`config.mk`:
```
export PLATFORM = sky130hd
export DESIGN_NAME = updown_reload_timer_8bit
export DESIGN_NICKNAME = d
export VERILOG_FILES = /design/src/core/timer_c_pkg.sv /design/src/core/updown_reload_timer_8bit.sv
export SDC_FILE = /design/constraint.sdc
export NUM_CORES = 1
export LEC_CHECK = 0
export ABC_AREA = 0
export CAP_MARGIN = 10
export CORE_MARGIN = 5
export CORE_UTILIZATION = 36
export CTS_CLUSTER_SIZE = 40
export DETAILED_ROUTE_END_ITERATION = 8
export DONT_BUFFER_PORTS = 1
export PLACE_DENSITY = 0.6
export SLEW_MARGIN = 20
export SYNTH_ARGS = -nofsm -noshare
export SYNTH_HDL_FRONTEND = slang
export SYNTH_SLANG_ARGS = --single-unit
```
`constraint.sdc`:
```
create_clock -name core_clk -period 3.49 [get_ports core_clk]
set_clock_uncertainty 0.1 [all_clocks]
set_input_delay 1.047 -clock core_clk [delete_from_list [all_inputs] [get_ports core_clk]]
set_output_delay 1.047 -clock core_clk [all_outputs]
set_load 0.01 [all_outputs]
```
`src/core/timer_c_pkg.sv`:
```
// Purpose: constants for the 8-bit up/down auto-reload timer
// Assumes: 32-bit APB, one aligned word per register
// Notes: only the low 8 bits of each word are used
package timer_c_pkg;
    localparam logic [7:0] ADDR_MODE = 8'h00;
    localparam logic [7:0] ADDR_COUNT = 8'h04;
    localparam logic [7:0] ADDR_CKSTP = 8'h08;
    localparam logic [7:0] ADDR_IRQ_STAT = 8'h0c;
    localparam logic [7:0] ADDR_IRQ_CLR = 8'h10;
    localparam logic [7:0] ADDR_IRQ_EN = 8'h14;
    localparam logic [7:0] ADDR_PIN_CFG = 8'h18;

    localparam logic [7:0] MODE_RESET = 8'h18;
    localparam logic [7:0] MODE_RSVD_ONES = 8'h18;
    localparam logic [7:0] COUNT_RESET = 8'h00;
    localparam logic [7:0] RELOAD_RESET = 8'h00;
    localparam logic [7:0] CKSTP_RESET = 8'hff;
    localparam logic [2:0] PIN_CFG_RESET = 3'h0;
    localparam logic [7:0] COUNT_MAX = 8'hff;
    localparam logic [7:0] COUNT_MIN = 8'h00;

    localparam int RELOAD_MODE_BIT = 7;
    localparam int HW_DIR_BIT = 6;
    localparam int SW_DIR_BIT = 5;
    localparam int STANDBY_REL_BIT = 1;
    localparam int TREQ_BIT = 0;
    localparam int EDGE_RISE_BIT = 0;
    localparam int EVT_PIN_EN_BIT = 1;
    localparam int DIR_PIN_EN_BIT = 2;

    localparam logic [2:0] CKS_DIV8192 = 3'h0;
    localparam logic [2:0] CKS_DIV2048 = 3'h1;
    localparam logic [2:0] CKS_DIV512 = 3'h2;
    localparam logic [2:0] CKS_DIV64 = 3'h3;
    localparam logic [2:0] CKS_DIV16 = 3'h4;
    localparam logic [2:0] CKS_DIV4 = 3'h5;
    localparam logic [2:0] CKS_SUB4 = 3'h6;
    localparam logic [2:0] CKS_EVENT = 3'h7;

    localparam int PRESC_W = 13;
    localparam logic [12:0] PRESC_8192_END = 13'h1fff;
    localparam logic [12:0] PRESC_2048_END = 13'h07ff;
    localparam logic [12:0] PRESC_512_END = 13'h01ff;
    localparam logic [12:0] PRESC_64_END = 13'h003f;
    localparam logic [12:0] PRESC_16_END = 13'h000f;
    localparam logic [12:0] PRESC_4_END = 13'h0003;
    localparam logic [1:0] SUB_DIV_END = 2'h3;
endpackage

```
`src/core/updown_reload_timer_8bit.sv`:
```
// Purpose: 8-bit up/down timer, interval or auto-reload, APB slave
// Assumes: pins synchronous inputs, sub_clk slower than core_clk / 2
// Notes: zero-wait APB, read data captured in the setup cycle
//
// Register access over APB and the register addresses were chosen for this implementation.
`timescale 1ns/100ps
module updown_reload_timer_8bit
    import timer_c_pkg::*;
(
    input wire logic core_clk,
    input wire logic rst,
    input wire logic psel,
    input wire logic penable,
    input wire logic pwrite,
    input wire logic [7:0] paddr,
    input wire logic [31:0] pwdata,
    output logic [31:0] prdata,
    output logic pready,
    output logic pslverr,
    input wire logic event_input_pin,
    input wire logic direction_pin,
    input wire logic sub_clk,
    output logic irq
);
    logic [7:0] timer_c_mode;
    logic [7:0] timer_c_count;
    logic [7:0] timer_c_reload;
    logic [7:0] module_clock_stop_one;
    logic [2:0] pin_cfg;
    logic timer_request_flag;
    logic timer_request_enable;
    logic [PRESC_W-1:0] presc;
    logic evt_s1, evt_s2, evt_s3;
    logic dir_s1, dir_s2;
    logic sub_s1, sub_s2, sub_s3;
    logic [1:0] sub_div;
    logic setup, access, wr_acc;
    logic reload_wr, clr_wr;
    logic mapped;
    logic [7:0] rd_byte;
    logic [2:0] clock_source_select;
    logic reload_mode_select, hw_direction_select, sw_direction_select;
    logic run, count_down;
    logic evt_edge, sub_tick, src_tick, step;
    logic wrap_up, wrap_down, wrap;
    logic [7:0] next_count;

    assign clock_source_select = timer_c_mode[2:0];
    assign reload_mode_select = timer_c_mode[RELOAD_MODE_BIT];
    assign hw_direction_select = timer_c_mode[HW_DIR_BIT];
    assign sw_direction_select = timer_c_mode[SW_DIR_BIT];
    assign run = module_clock_stop_one[STANDBY_REL_BIT];

    // apb decode, no wait states
    assign setup = psel & ~penable;
    assign access = psel & penable;
    assign wr_acc = access & pwrite;
    assign pready = 1'b1;
    assign reload_wr = wr_acc & (paddr == ADDR_COUNT);
    assign clr_wr = wr_acc & (paddr == ADDR_IRQ_CLR);
    assign mapped = (paddr == ADDR_MODE) || (paddr == ADDR_COUNT)
        || (paddr == ADDR_CKSTP) || (paddr == ADDR_IRQ_STAT)
        || (paddr == ADDR_IRQ_CLR) || (paddr == ADDR_IRQ_EN)
        || (paddr == ADDR_PIN_CFG);

    always_comb
    begin
        case (paddr)
            ADDR_MODE: rd_byte = timer_c_mode | MODE_RSVD_ONES;
            ADDR_COUNT: rd_byte = timer_c_count;
            ADDR_CKSTP: rd_byte = module_clock_stop_one;
            ADDR_IRQ_STAT: rd_byte = {7'h00, timer_request_flag};
            ADDR_IRQ_EN: rd_byte = {7'h00, timer_request_enable};
            ADDR_PIN_CFG: rd_byte = {5'h00, pin_cfg};
            default: rd_byte = 8'h00;
        endcase
    end

    always_ff @(posedge core_clk or posedge rst)
    begin
        if (rst)
        begin
            prdata <= 32'h0000_0000;
            pslverr <= 1'b0;
        end
        else if (setup)
        begin
            prdata <= {24'h00_0000, pwrite ? 8'h00 : rd_byte};
            pslverr <= ~mapped;
        end
    end

    // writable registers
    always_ff @(posedge core_clk or posedge rst)
    begin
        if (rst)
        begin
            timer_c_mode <= MODE_RESET;
            module_clock_stop_one <= CKSTP_RESET;
            timer_request_enable <= 1'b0;
            pin_cfg <= PIN_CFG_RESET;
            timer_c_reload <= RELOAD_RESET;
        end
        else if (wr_acc)
        begin
            case (paddr)
                ADDR_MODE: timer_c_mode <= (pwdata[7:0] & ~MODE_RSVD_ONES)
                    | MODE_RSVD_ONES;
                ADDR_COUNT: timer_c_reload <= pwdata[7:0];
                ADDR_CKSTP: module_clock_stop_one <= pwdata[7:0];
                ADDR_IRQ_EN: timer_request_enable <= pwdata[TREQ_BIT];
                ADDR_PIN_CFG: pin_cfg <= pwdata[2:0];
                default: timer_request_enable <= timer_request_enable;
            endcase
        end
    end

    // free-running prescaler
    always_ff @(posedge core_clk or posedge rst)
    begin
        if (rst)
            presc <= '0;
        else
            presc <= presc + 1'b1;
    end

    // pin synchronisers, third stage only for edge detection
    always_ff @(posedge core_clk or posedge rst)
    begin
        if (rst)
        begin
            evt_s1 <= 1'b0;
            evt_s2 <= 1'b0;
            evt_s3 <= 1'b0;
            dir_s1 <= 1'b0;
            dir_s2 <= 1'b0;
            sub_s1 <= 1'b0;
            sub_s2 <= 1'b0;
            sub_s3 <= 1'b0;
        end
        else
        begin
            evt_s1 <= event_input_pin;
            evt_s2 <= evt_s1;
            evt_s3 <= evt_s2;
            dir_s1 <= direction_pin;
            dir_s2 <= dir_s1;
            sub_s1 <= sub_clk;
            sub_s2 <= sub_s1;
            sub_s3 <= sub_s2;
        end
    end

    always_ff @(posedge core_clk or posedge rst)
    begin
        if (rst)
            sub_div <= 2'h0;
        else if (sub_s2 & ~sub_s3)
            sub_div <= sub_div + 2'h1;
    end

    assign sub_tick = sub_s2 & ~sub_s3 & (sub_div == SUB_DIV_END);
    // event pin ignored unless its pin function is on
    assign evt_edge = pin_cfg[EVT_PIN_EN_BIT]
        & (pin_cfg[EDGE_RISE_BIT] ? (evt_s2 & ~evt_s3)
        : (~evt_s2 & evt_s3));

    always_comb
    begin
        case (clock_source_select)
            CKS_DIV8192: src_tick = (presc & PRESC_8192_END) == PRESC_8192_END;
            CKS_DIV2048: src_tick = (presc & PRESC_2048_END) == PRESC_2048_END;
            CKS_DIV512: src_tick = (presc & PRESC_512_END) == PRESC_512_END;
            CKS_DIV64: src_tick = (presc & PRESC_64_END) == PRESC_64_END;
            CKS_DIV16: src_tick = (presc & PRESC_16_END) == PRESC_16_END;
            CKS_DIV4: src_tick = (presc & PRESC_4_END) == PRESC_4_END;
            CKS_SUB4: src_tick = sub_tick;
            CKS_EVENT: src_tick = evt_edge;
            default: src_tick = 1'b0;
        endcase
    end

    // direction pin reads low (up) while its pin function is off
    assign count_down = hw_direction_select
        ? (dir_s2 & pin_cfg[DIR_PIN_EN_BIT])
        : sw_direction_select;
    assign step = run & src_tick;
    assign wrap_up = step & ~count_down & (timer_c_count == COUNT_MAX);
    assign wrap_down = step & count_down & (timer_c_count == COUNT_MIN);
    assign wrap = wrap_up | wrap_down;

    always_comb
    begin
        next_count = timer_c_count;
        if (reload_wr)
            next_count = pwdata[7:0];
        else if (wrap & reload_mode_select)
            next_count = timer_c_reload;
        else if (step & count_down)
            next_count = timer_c_count - 8'h01;
        else if (step)
            next_count = timer_c_count + 8'h01;
    end

    always_ff @(posedge core_clk or posedge rst)
    begin
        if (rst)
            timer_c_count <= COUNT_RESET;
        else
            timer_c_count <= next_count;
    end

    // a wrap in the clearing cycle keeps the flag set
    always_ff @(posedge core_clk or posedge rst)
    begin
        if (rst)
            timer_request_flag <= 1'b0;
        else if (wrap & ~reload_wr)
            timer_request_flag <= 1'b1;
        else if (clr_wr & pwdata[TREQ_BIT])
            timer_request_flag <= 1'b0;
    end

    assign irq = timer_request_flag & timer_request_enable;
endmodule

```
; Word-level counts from Yosys, hierarchy flattened
; Index checks and enable logic that the tools add are counted.
[classes]
eq_ne = 21
shift = 0
mul = 0
n_reduce_logical = 16
n_mux = 11
order_cmp = 0
n_bitwise = 28
addsub = 4
div = 0
[op_table]
columns = op, count
row1 = 8-bit case mux with 6 select lines, 1
row2 = 8-bit 2-to-1 mux, 5
row3 = 8-bit by 5-bit == test with 1-bit output (second input constant), 3
row4 = 1-bit bitwise AND, 20
row5 = 8-bit by 4-bit == test with 1-bit output (second input constant), 2
row6 = 8-bit logical NOT, 2
row7 = 13-bit by 1-bit adder with 13-bit output (second input constant), 1
row8 = 13-bit == test (second input constant), 1
row9 = 3-bit == test (second input constant), 4
row10 = 11-bit == test (second input constant), 1
row11 = 2-bit AND reduction, 5
row12 = 9-bit == test (second input constant), 1
row13 = 8-bit by 1-bit adder with 8-bit output (second input constant), 1
row14 = 8-bit by 3-bit == test with 1-bit output (second input constant), 1
row15 = 8-bit == test (second input constant), 1
row16 = 1-bit case mux with 8 select lines, 1
row17 = 8-bit by 1-bit subtractor with 8-bit output (second input constant), 1
row18 = 1-bit inverter, 7
row19 = 3-bit by 2-bit == test with 1-bit output (second input constant), 2
row20 = 6-bit == test (second input constant), 1
row21 = 1-bit logical OR, 6
row22 = 2-bit == test (second input constant), 2
row23 = 4-bit == test (second input constant), 1
row24 = 1-bit 2-to-1 mux, 4
row25 = other kinds (6), 6
[word_totals]
inputBits = 48
output_inout_bits = 35
rom_bits = 0
latch_bits = 0
regBits = 67
mem_bits_rw = 0
mem_count = 0

; Logic depth before layout (Yosys ltp)
; Gate-level depths: netlist of the first run.
[logic_depth]
word_depth = 12
mapped_depth = 19
ltp_nobuf = 18

; Least setup slack after synthesis of the first run
; Ideal clock, no wire load.
[synth_path]
kind = register to register
startpoint = register presc[0]
endpoint = register timer_c_count[6]
path_stages_with_launch = 20
synth_period_minus_slack_ns = 3.611
path_slack_ns = -0.121
t_arrival_ns = 3.428
path_cell_list = dfrtp_1 > ha_1 > nand3_4 > inv_1 > and3_1 > ha_1 > a31oi_1 > o31ai_4 > and2_2 > buf_8 > nand2_4 > clkinv_2 > ha_1 > nor2b_1 > o21ai_0 > a21boi_0 > o21ai_0 > a21oi_1 > or3_1 > o21ai_0
[synth_via]
elab_chain_cells = 9
word_cells_on_any_way = 18
classes_between = eq/ne (6) / mux (4) / bitwise (7) / reduce/logical (1)
[synth_lines]
columns = element, line
row1 = start: declaration, updown_reload_timer_8bit.sv:32  ; logic [PRESC_W-1:0] presc;
row2 = start signal: assignment, updown_reload_timer_8bit.sv:124  ; presc <= presc + 1'b1;
row3 = "13-bit == test, or another cell as far along", updown_reload_timer_8bit.sv:171  ; CKS_DIV8192: src_tick = (presc & PRESC_8192_END) == PRESC_8192_END;
row4 = 1-bit case mux with 8 select lines (*), updown_reload_timer_8bit.sv:170  ; case (clock_source_select)
row5 = 1-bit bitwise AND (*), updown_reload_timer_8bit.sv:187  ; assign step = run & src_tick;
row6 = "1-bit bitwise AND, on equally long branches", "updown_reload_timer_8bit.sv:188, updown_reload_timer_8bit.sv:189, updown_reload_timer_8bit.sv:199"
row7 = "1-bit bitwise AND, on equally long branches", "updown_reload_timer_8bit.sv:188, updown_reload_timer_8bit.sv:189"
row8 = 1-bit bitwise OR, updown_reload_timer_8bit.sv:190  ; assign wrap = wrap_up | wrap_down;
row9 = 1-bit bitwise AND, updown_reload_timer_8bit.sv:197  ; else if (wrap & reload_mode_select)
row10 = 8-bit 2-to-1 mux, updown_reload_timer_8bit.sv:197
row11 = 8-bit 2-to-1 mux, updown_reload_timer_8bit.sv:195  ; if (reload_wr)
row12 = end signal: assignment, updown_reload_timer_8bit.sv:210  ; timer_c_count <= next_count;
row13 = end: declaration, updown_reload_timer_8bit.sv:26  ; logic [7:0] timer_c_count;
; Every way passes the cells marked *; elsewhere a longest branch is shown, timed or not.
; A chain may end at the register's enable or synchronous reset.

; Worst setup path in the final report of the first run
[layout_path]
startpoint = register presc[0]
endpoint = register timer_c_count[7]
; Same word-level chain as after synthesis.

==> flow_summary_export.csv, run 1 <==
group,metric,value,unit
run_status,outcome,"complete, no violations",
clocking,root_buffer,"clkbuf_8",
critical_path,cp_cell_sequence,"ha_2 -> nand3_4 -> inv_1 -> and3_1 -> ha_2 -> a31oi_4 -> o31ai_4 -> and2_2 -> nand2_4 -> inv_4 -> ha_1 -> a21o_1 -> a21oi_2 -> o21ai_1 -> a31o_2 -> nand2_1 -> mux2i_1 -> o31ai_2",
grt,antenna_found_initial,0,
yosys,synth-seq-cells,67,
yosys,synth-seq-area-share,0.473,
clocking,path_clk_slew,80,ps
critical_path,crit_start,"presc[0]",
routing,wl_met2,3.80,mm
placement,io_buffers,0,
clocking,cts_hold_buf,0,
worst_hold_path,hold_class,"reg2reg",
power_and_ir_drop,powerDensity,407,nW/um^2
sta,relSlewSlack,0.561,
power_and_ir_drop,design_power_total,1.65,mW
floorplanning,die_height,109,um
sta,rsz0062_at_grt,"no",
final_layout,utilization,0.416,
critical_path,max_stage_delay,390,ps
floorplanning,start_util,0.366,
routing,wire_per_inst,15.8,um
power_and_ir_drop,switching_power,0.389,mW
yosys,synth_flop_cell,"dfrtp_1",
grt,grt_first_pass_wirelength,13.1,mm
power_and_ir_drop,p_leak,1.90,nW
power_and_ir_drop,power.share.clock,0.448,
sta,hold_viol,0,
sta,finalCritPeriodShare,0.932,
critical_path,r2r_end,"timer_c_count[7]",
final_layout,n_antenna_cell,0,
routing,vias,2506,
yosys,yosysWarnings,0,
critical_path,r2r_start,"presc[0]",
clocking,insertion_delay,360,ps
yosys,synth-edff-count,0,
yosys,synthCells,342,
sta,fmax,0.307,GHz
final_layout,syn2layout_area_growth,13.6,%
critical_path,critPathLaunchType,"flop",
sta,setup_viol,0,
final_layout,drive_above_1_share,0.243,
floorplanning,core_region_area,9730,um^2
grt,grt_overflow,0,
critical_path,required,3670,ps
placement,dpl.hpwl,5.77,mm
critical_path,critPathCapture,"timer_c_count[7]",
critical_path,crit_path_frequent_cell,"ha_2",
yosys,ys_async_sr_fraction,1.00,
routing,wl_met1,3.45,mm
critical_path,path_class,"reg2reg",
critical_path,critPathArrivalTime,3430,ps
power_and_ir_drop,vdd_drop_max,0.290,mV
routing,wirelength,7.93,mm
clocking,cts_buffer_depth,2,
clocking,numClockSinks,67,
grt,track_usage,0.143,
grt,grt_max_degree,32,
yosys,synth_area,3560,um^2
critical_path,worstRegToRegCells,18,
power_and_ir_drop,p_comb_frac,0.055,
clocking,cts_tree,"built",
placement,gp_congestion,0.849,
routing,wl_met3,569,um
routing,drt-pass1-iter-count,4,
power_and_ir_drop,seqPwrFrac,0.497,
sta,tightest_slew,658,ps
routing,drtAntennaViolNets,0,
clocking,cts-buffers-inserted,9,
final_layout,final_common_cell,"dfrtp_1",
routing,drtIter0Drc,120,
routing,drcViolationCount,0,
routing,top_layer,"met4",
critical_path,slowest_stage,"dfrtp_1",
sta,report.final.slew_viol_count,0,
critical_path,r2r_slack,240,ps
power_and_ir_drop,switching_share,0.236,
final_layout,fin_nets,423,
floorplanning,ioPinCount,83,
grt,grt_pass1_vias,2610,
yosys,syn_area_per_cell,10.4,um^2
floorplanning,dieArea,12000,um^2
sta,min_period,3250,ps
power_and_ir_drop,internal_power,1.26,mW
critical_path,endpoint_kind,"flop",
floorplanning,die_x,109,um
critical_path,worstPathMaxFanout,5,
job,cap_violations,0,
final_layout,mostFrequentLayoutCells,"dfrtp_1 (59), nand2_1 (42), conb_1 (25), buf_4 (23), o21ai_0 (20)",
yosys,ys_types,61,
routing,viasPerCell,4.98,
clocking,ctsHtreeMaxLevel,3,
floorplanning,rows,36,
layer usage:
layer | global-route usage | vias up
met5 | 0 | -
met4 | 0.0552 | 0
met3 | 0.0517 | 10
met2 | 0.234 | 68
met1 | 0.173 | 1232
li1 | - | 1196
power groups by stage:
stage / sequential, mW / combinational [mW] / clock [mW]
CTS: 0.820 / 0.0924 / 0.759
global placement: 0.833 / 0.0855 / 0
detailed placement: 0.835 / 0.0919 / 0
global route: 0.823 / 0.105 / 0.793
finish: 0.820 / 0.0904 / 0.738
floorplan: 0.830 / 0.0984 / 0
cell type report:
cell class / instances / area (um^2)
fillers: 968 / 5680
repair buffers: 23 / 173
clock buffers: 10 / 138
flip-flops and latches: 67 / 1690
inverters: 16 / 62.6
clock inverters: 6 / 88.8
multi-input cells: 248 / 1730
well taps: 133 / 166
per-stage QoR:
| stage | instance area (um^2) | TNS [ps] | hold slack [ps] | setup slack (ps) | instances |
|---|---|---|---|---|---|
| after floorplan | 3660 | 0 | 231 | 14.5 | 365 |
| after global placement | 3750 | 0 | 235 | 104 | 485 |
| after detailed placement | 3750 | -15.4 | 235 | -15.4 | 485 |
| after CTS | 3980 | 0 | 251 | 13.8 | 501 |
| after global routing | 4050 | 0 | 261 | 53.3 | 503 |
| final | 4050 | 0 | 250 | 237 | 503 |
worst min path at each step:
stage	start	end	slack (ps)	depth (start not counted)
3_5_place_dp	evt_s1	evt_s2	230	0
6_report	sub_s1	sub_s2	250	0
2_1_floorplan	dir_s1	dir_s2	230	0
4_1_cts	sub_s1	sub_s2	250	0
5_1_grt	sub_s1	sub_s2	260	0
3_3_place_gp	evt_s1	evt_s2	240	0
cell families (layout without fill, tap and decap cells):
group,after synthesis,after routing,share of synthesized area
mux,28,28,0.0853
buf+inv,50,55,0.0832
compound gates,66,66,0.127
fa+ha+maj,10,10,0.0372
other cells,2,25,0.00211
simple gates,103,103,0.150
xor+xnor,16,16,0.0414
flops,67,67,0.473
repair_timing:
action                                  in CTS  in global routing
endpoints found under the setup margin       2                  4
pin swaps                                    0                  5
buffers inserted                             0                  2
gates resized for setup                      2                 12
Yosys cell counts (5+ instances only):
cell type  instances  area [um^2]
nor2_1            13         48.8
inv_1             14         52.6
nand2_1           42          158
ha_1               9          113
xnor2_1           12          105
and3_1             6         37.5
buf_4             25          188
nand3_1            8         40.0
mux2_2            19          214
o21ai_0           24          120
dfrtp_1           59         1480
mux2i_1            9         90.1
dfstp_2            8          210
nor3_1             5         25.0
a21oi_1           11         55.1
state kept, by name, summed over array words and instances (netlist names):
register and cells:
dir_s1 1, dir_s2 1, evt_s1 1, evt_s2 1, evt_s3 1, module_clock_stop_one 8, pin_cfg 3, prdata 8
presc 13, pslverr 1, sub_div 2, sub_s1 1, sub_s2 1, sub_s3 1, timer_c_count 8, timer_c_mode 6
timer_c_reload 8, timer_request_enable 1, timer_request_flag 1
critical path: cells and delay by family, from the launching register on:
kind,cells,cell delay (ps)
compound gates,7,1210
fa+ha+maj,3,660
simple gates,5,590
flops,1,390
buf+inv,2,100
mux,1,100
(Power assumes the default switching activity.)
==> inputs of run 2 (changes only) <==
Settings changed: CORE_UTILIZATION 36 to 40, PLACE_DENSITY 0.6 to 0.64.
==> flow_summary_export.csv, run 2 (synthesis results as in run 1) <==
group,metric,value,unit
sta,setup_viol,0,
power_and_ir_drop,powerDensity,398,nW/um^2
critical_path,r2r_slack,180,ps
grt,grt_overflow,0,
final_layout,drive_above_1_share,0.219,
final_layout,fillers,841,
sta,hold_viol,0,
job,cap_violations,0,
routing,viasPerCell,5.25,
clocking,numClockSinks,67,
floorplanning,die_x,104,um
final_layout,seq_area,1690,um^2
floorplanning,ioPinCount,83,
power_and_ir_drop,p_leak,1.87,nW
critical_path,critPathArrivalTime,3470,ps
clocking,cts-buffers-inserted,9,
routing,drtIter0Drc,121,
grt,track_usage,0.143,
worst_hold_path,hold_depth,0,
floorplanning,rows,34,
critical_path,required,3650,ps
grt,antenna_found_initial,0,
final_layout,multi_input_area,1700,um^2
power_and_ir_drop,design_power_total,1.56,mW
sta,tightest_slew,567,ps
placement,io_buffers,0,
run_status,outcome,"complete, no violations",
final_layout,utilization,0.449,
routing,drcViolationCount,0,
power_and_ir_drop,vdd_drop_max,0.181,mV
grt,grt_first_pass_wirelength,12.6,mm
critical_path,worstRegToRegCells,18,
sta,min_period,3310,ps
final_layout,fin_nets,419,
clocking,cts_buffer_depth,2,
final_layout,syn2layout_area_growth,9.97,%
critical_path,endpoint_kind,"flop",
critical_path,path_class,"reg2reg",
sta,report.final.slew_viol_count,0,
placement,gp_congestion,0.821,
floorplanning,start_util,0.409,
final_layout,mostFrequentLayoutCells,"dfrtp_1 (59), nand2_1 (42), conb_1 (25), o21ai_0 (20)",
clocking,insertion_delay,350,ps
placement,dpl.hpwl,5.52,mm
worst_hold_path,hold-path-endpoint,"sub_s2",
routing,vias,2490,
clocking,cts_tree,"built",
sta,relSlewSlack,0.619,
sta,finalCritPeriodShare,0.949,
worst_hold_path,hold_class,"reg2reg",
routing,wirelength,7.50,mm
final_layout,n_antenna_cell,0,
final_layout,largest_reg_flops,13,
clocking,path_clk_slew,70,ps
grt,grt_max_degree,24,
critical_path,r2r_end,"timer_c_count[7]",
routing,drtAntennaViolNets,0,
critical_path,worstPathMaxFanout,5,
floorplanning,core_region_area,8720,um^2
clocking,ctsHtreeMaxLevel,3,
critical_path,crit_start,"presc[1]",
sta,rsz0062_at_grt,"no",
sta,fmax,0.302,GHz
sta,finalSetupTns,0,ps
grt,grt_pass1_vias,2465,
final_layout,top_register,"presc",
floorplanning,die_height,104,um
routing,wire_per_inst,15.8,um
clocking,root_buffer,"clkbuf_8",
floorplanning,dieArea,10900,um^2
final_layout,final_common_cell,"dfrtp_1",
critical_path,r2r_start,"presc[1]",
critical_path,critPathLaunchType,"flop",
worst_hold_path,hp-start,"sub_s1",
routing,drt-pass1-iter-count,4,
[run 2: what timing repair did]
| action | CTS | global route |
|---|---|---|
| pin swaps | 0 | 4 |
| setup buffers | 0 | 1 |
| cloned | 0 | 0 |
| setup endpoints to repair | 1 | 3 |
| hold buffers | 0 | 0 |
| resized for setup | 1 | 7 |
[run 2: how the worst max path moves through the flow]
stage                     slack (ps)  cells past startpoint          endpoint
after floorplan                   10                     19  timer_c_count[7]
after global placement            80                     18  timer_c_count[6]
after detailed placement         -80                     18  timer_c_count[6]
after CTS                          7                     18  timer_c_count[6]
after global routing             0.6                     18  timer_c_count[7]
final                            180                     18  timer_c_count[7]
[run 2: area by class of cell]
cell class / count / area share
Timing Repair Buffer: 19 / 0.0364
Tap cell: 108 / 0.0345
Inverter: 16 / 0.0160
Multi-Input combinational cell: 248 / 0.433
Sequential cell: 67 / 0.430
Clock inverter: 5 / 0.0134
Clock buffer: 11 / 0.0361
[run 2: report_power, final]
| part | switching (mW) | total [mW] | internal [mW] |
|---|---|---|---|
| clock | 0.301 | 0.647 | 0.346 |
| combinational | 0.0541 | 0.0894 | 0.0353 |
| sequential | 0.0189 | 0.822 | 0.803 |
[run 2: critical path, cell delays in order (launching register included)]
cell	delay, ps
dfrtp_1	400
ha_2	200
nand3_4	80
inv_1	50
and3_1	170
ha_1	190
a31oi_2	210
o31ai_4	100
and2_2	210
nand2_4	90
inv_4	50
ha_1	260
a21o_1	190
a21oi_2	180
o21ai_1	110
a31o_2	260
nand2_1	60
mux2i_1	100
o31ai_2	220
[run 2: through the flow]
step           setup slack [ps]  hold slack (ps)  cell area, um^2  instances
2_1_floorplan              14.5              231             3660        365
3_3_place_gp               78.4              235             3690        457
3_5_place_dp              -79.4              238             3690        457
4_1_cts                    7.44              255             3890        473
5_1_grt                   0.593              265             3920        474
6_report                    177              253             3920        474
[run 2: metal layers]
metal,wire length [um],vias up,track usage
li1,-,1193,-
met1,3390,1215,0.193
met2,3450,75,0.218
met3,574,7,0.0416
met4,85,0,0.0500
met5,0,-,0
==> inputs of run 3 (changes only) <==
Settings changed: SETUP_SLACK_MARGIN set to 0.2.
==> flow_summary_export.csv, run 3 (synthesis results as in run 1) <==
group,metric,value,unit
final_layout,final_common_cell,"dfrtp_1",
grt,grt_max_degree,59,
routing,drtAntennaViolNets,0,
power_and_ir_drop,power.share.clock,0.465,
floorplanning,ioPinCount,83,
final_layout,largest_reg_flops,13,
sta,relSlewSlack,0.648,
worst_hold_path,hp-start,"evt_s1",
power_and_ir_drop,vdd_drop_max,0.243,mV
sta,min_period,3240,ps
power_and_ir_drop,seqPwrFrac,0.484,
final_layout,drive_above_1_share,0.233,
sta,fmax,0.309,GHz
placement,gp_congestion,0.816,
critical_path,r2r_slack,250,ps
sta,setup_ws,251,ps
job,cap_violations,0,
sta,finalSetupTns,0,ps
critical_path,worstRegToRegCells,18,
power_and_ir_drop,p_leak,1.90,nW
final_layout,n_antenna_cell,0,
grt,track_usage,0.142,
final_layout,utilization,0.464,
worst_hold_path,hold_class,"reg2reg",
grt,antenna_found_initial,0,
power_and_ir_drop,switching_power,0.379,mW
final_layout,seq_area,1690,um^2
placement,dpl.hpwl,5.48,mm
sta,whs,256,ps
critical_path,required,3660,ps
power_and_ir_drop,p_comb_frac,0.051,
clocking,cts_tree,"built",
run_status,outcome,"complete, no violations",
floorplanning,start_util,0.409,
routing,drt-pass1-iter-count,4,
clocking,path_clk_slew,80,ps
routing,wl_met3,643,um
floorplanning,die_x,104,um
critical_path,critPathArrivalTime,3410,ps
clocking,cts_buffer_depth,2,
critical_path,path_class,"reg2reg",
final_layout,instances_no_fill,477,
placement,io_buffers,0,
grt,grt_overflow,0,
final_layout,mostFrequentLayoutCells,"dfrtp_1 (59), nand2_1 (42), conb_1 (25), buf_4 (21), o21ai_0 (20)",
routing,top_layer,"met4",
worst_hold_path,hold_depth,0,
routing,wirelength,7.62,mm
floorplanning,core_region_area,8720,um^2
routing,drtIter0Drc,94,
power_and_ir_drop,powerDensity,418,nW/um^2
clocking,cts-buffers-inserted,9,
sta,rsz0062_at_grt,"yes",
worst_hold_path,hold-path-endpoint,"evt_s2",
sta,setup_viol,0,
power_and_ir_drop,internal_power,1.31,mW
routing,wl_met2,3.50,mm
critical_path,critPathLaunchType,"flop",
power_and_ir_drop,switching_share,0.224,
sta,report.final.slew_viol_count,0,
floorplanning,dieArea,10900,um^2
final_layout,fillers,812,
final_layout,syn2layout_area_growth,13.6,%
grt,grt_first_pass_wirelength,12.5,mm
final_layout,fin_nets,422,
sta,finalCritPeriodShare,0.928,
critical_path,worstPathMaxFanout,6,
critical_path,r2r_end,"timer_c_count[6]",
routing,viasPerCell,5.29,
final_layout,final_area,4050,um^2
final_layout,top_register,"presc",
routing,wire_per_inst,16.0,um
routing,vias,2523,
clocking,numClockSinks,67,
clocking,cts_hold_buf,0,
floorplanning,rows,34,
power_and_ir_drop,design_power_total,1.69,mW
routing,wl_met1,3.35,mm
placement,dp.cells,446,
clocking,ctsHtreeMaxLevel,3,
sta,tightest_slew,524,ps
floorplanning,die_height,104,um
grt,grt_pass1_vias,2425,
critical_path,r2r_start,"presc[1]",
critical_path,endpoint_kind,"flop",
final_layout,multi_input_area,1740,um^2
placement,placed_area,3660,um^2
routing,drcViolationCount,0,
placement,pre_cts_slack,113,ps
clocking,root_buffer,"clkbuf_8",
sta,hold_viol,0,
clocking,insertion_delay,340,ps
-- run 3: worst max-delay path: stages, from the launching register on --
cell	delay, ps
dfrtp_1	410
ha_4	190
nand3_4	110
inv_4	40
and3_4	170
ha_4	160
a31oi_4	170
o31ai_4	100
and2_4	180
nand2_4	70
clkinv_4	80
ha_4	250
nor2b_1	120
o21ai_1	170
a21boi_1	110
o21ai_1	170
a21oi_1	80
or3_1	360
o21ai_1	130
-- run 3: worst max path at each step --
stage          slack [ps]  startpoint  cells past startpoint          endpoint
2_1_floorplan         230    presc[0]                     19  timer_c_count[7]
6_report              250    presc[1]                     18  timer_c_count[6]
3_5_place_dp          110    presc[3]                     18  timer_c_count[7]
3_3_place_gp          150    presc[0]                     18  timer_c_count[6]
5_1_grt                90    presc[1]                     18  timer_c_count[6]
4_1_cts               220    presc[0]                     18  timer_c_count[6]
-- run 3: power by group through the flow --
stage	combinational, mW	clock (mW)	sequential [mW]
after floorplan	0.0987	0	0.830
after global placement	0.0847	0	0.833
after detailed placement	0.0879	0	0.835
after CTS	0.0889	0.806	0.820
after global routing	0.100	0.843	0.823
final	0.0866	0.786	0.820
-- run 3: per-layer routing --
metal,track usage,vias to the layer above
met1,0.186,1236
met4,0.0555,0
met2,0.215,79
li1,-,1196
met3,0.0484,12
met5,0,-
-- run 3: final cells by class --
cell class | count | share of cell area
Timing Repair Buffer | 22 | 0.0439
Clock inverter | 6 | 0.0281
Multi-Input combinational cell | 248 | 0.429
Sequential cell | 67 | 0.417
Inverter | 16 | 0.0167
Clock buffer | 10 | 0.0315
Tap cell | 108 | 0.0334
-- run 3: repair_timing --
item                       4_1_cts  5_1_grt
pin swaps                        4       14
resized for setup                4        4
setup endpoints to repair        2        3
setup buffers                    8        7
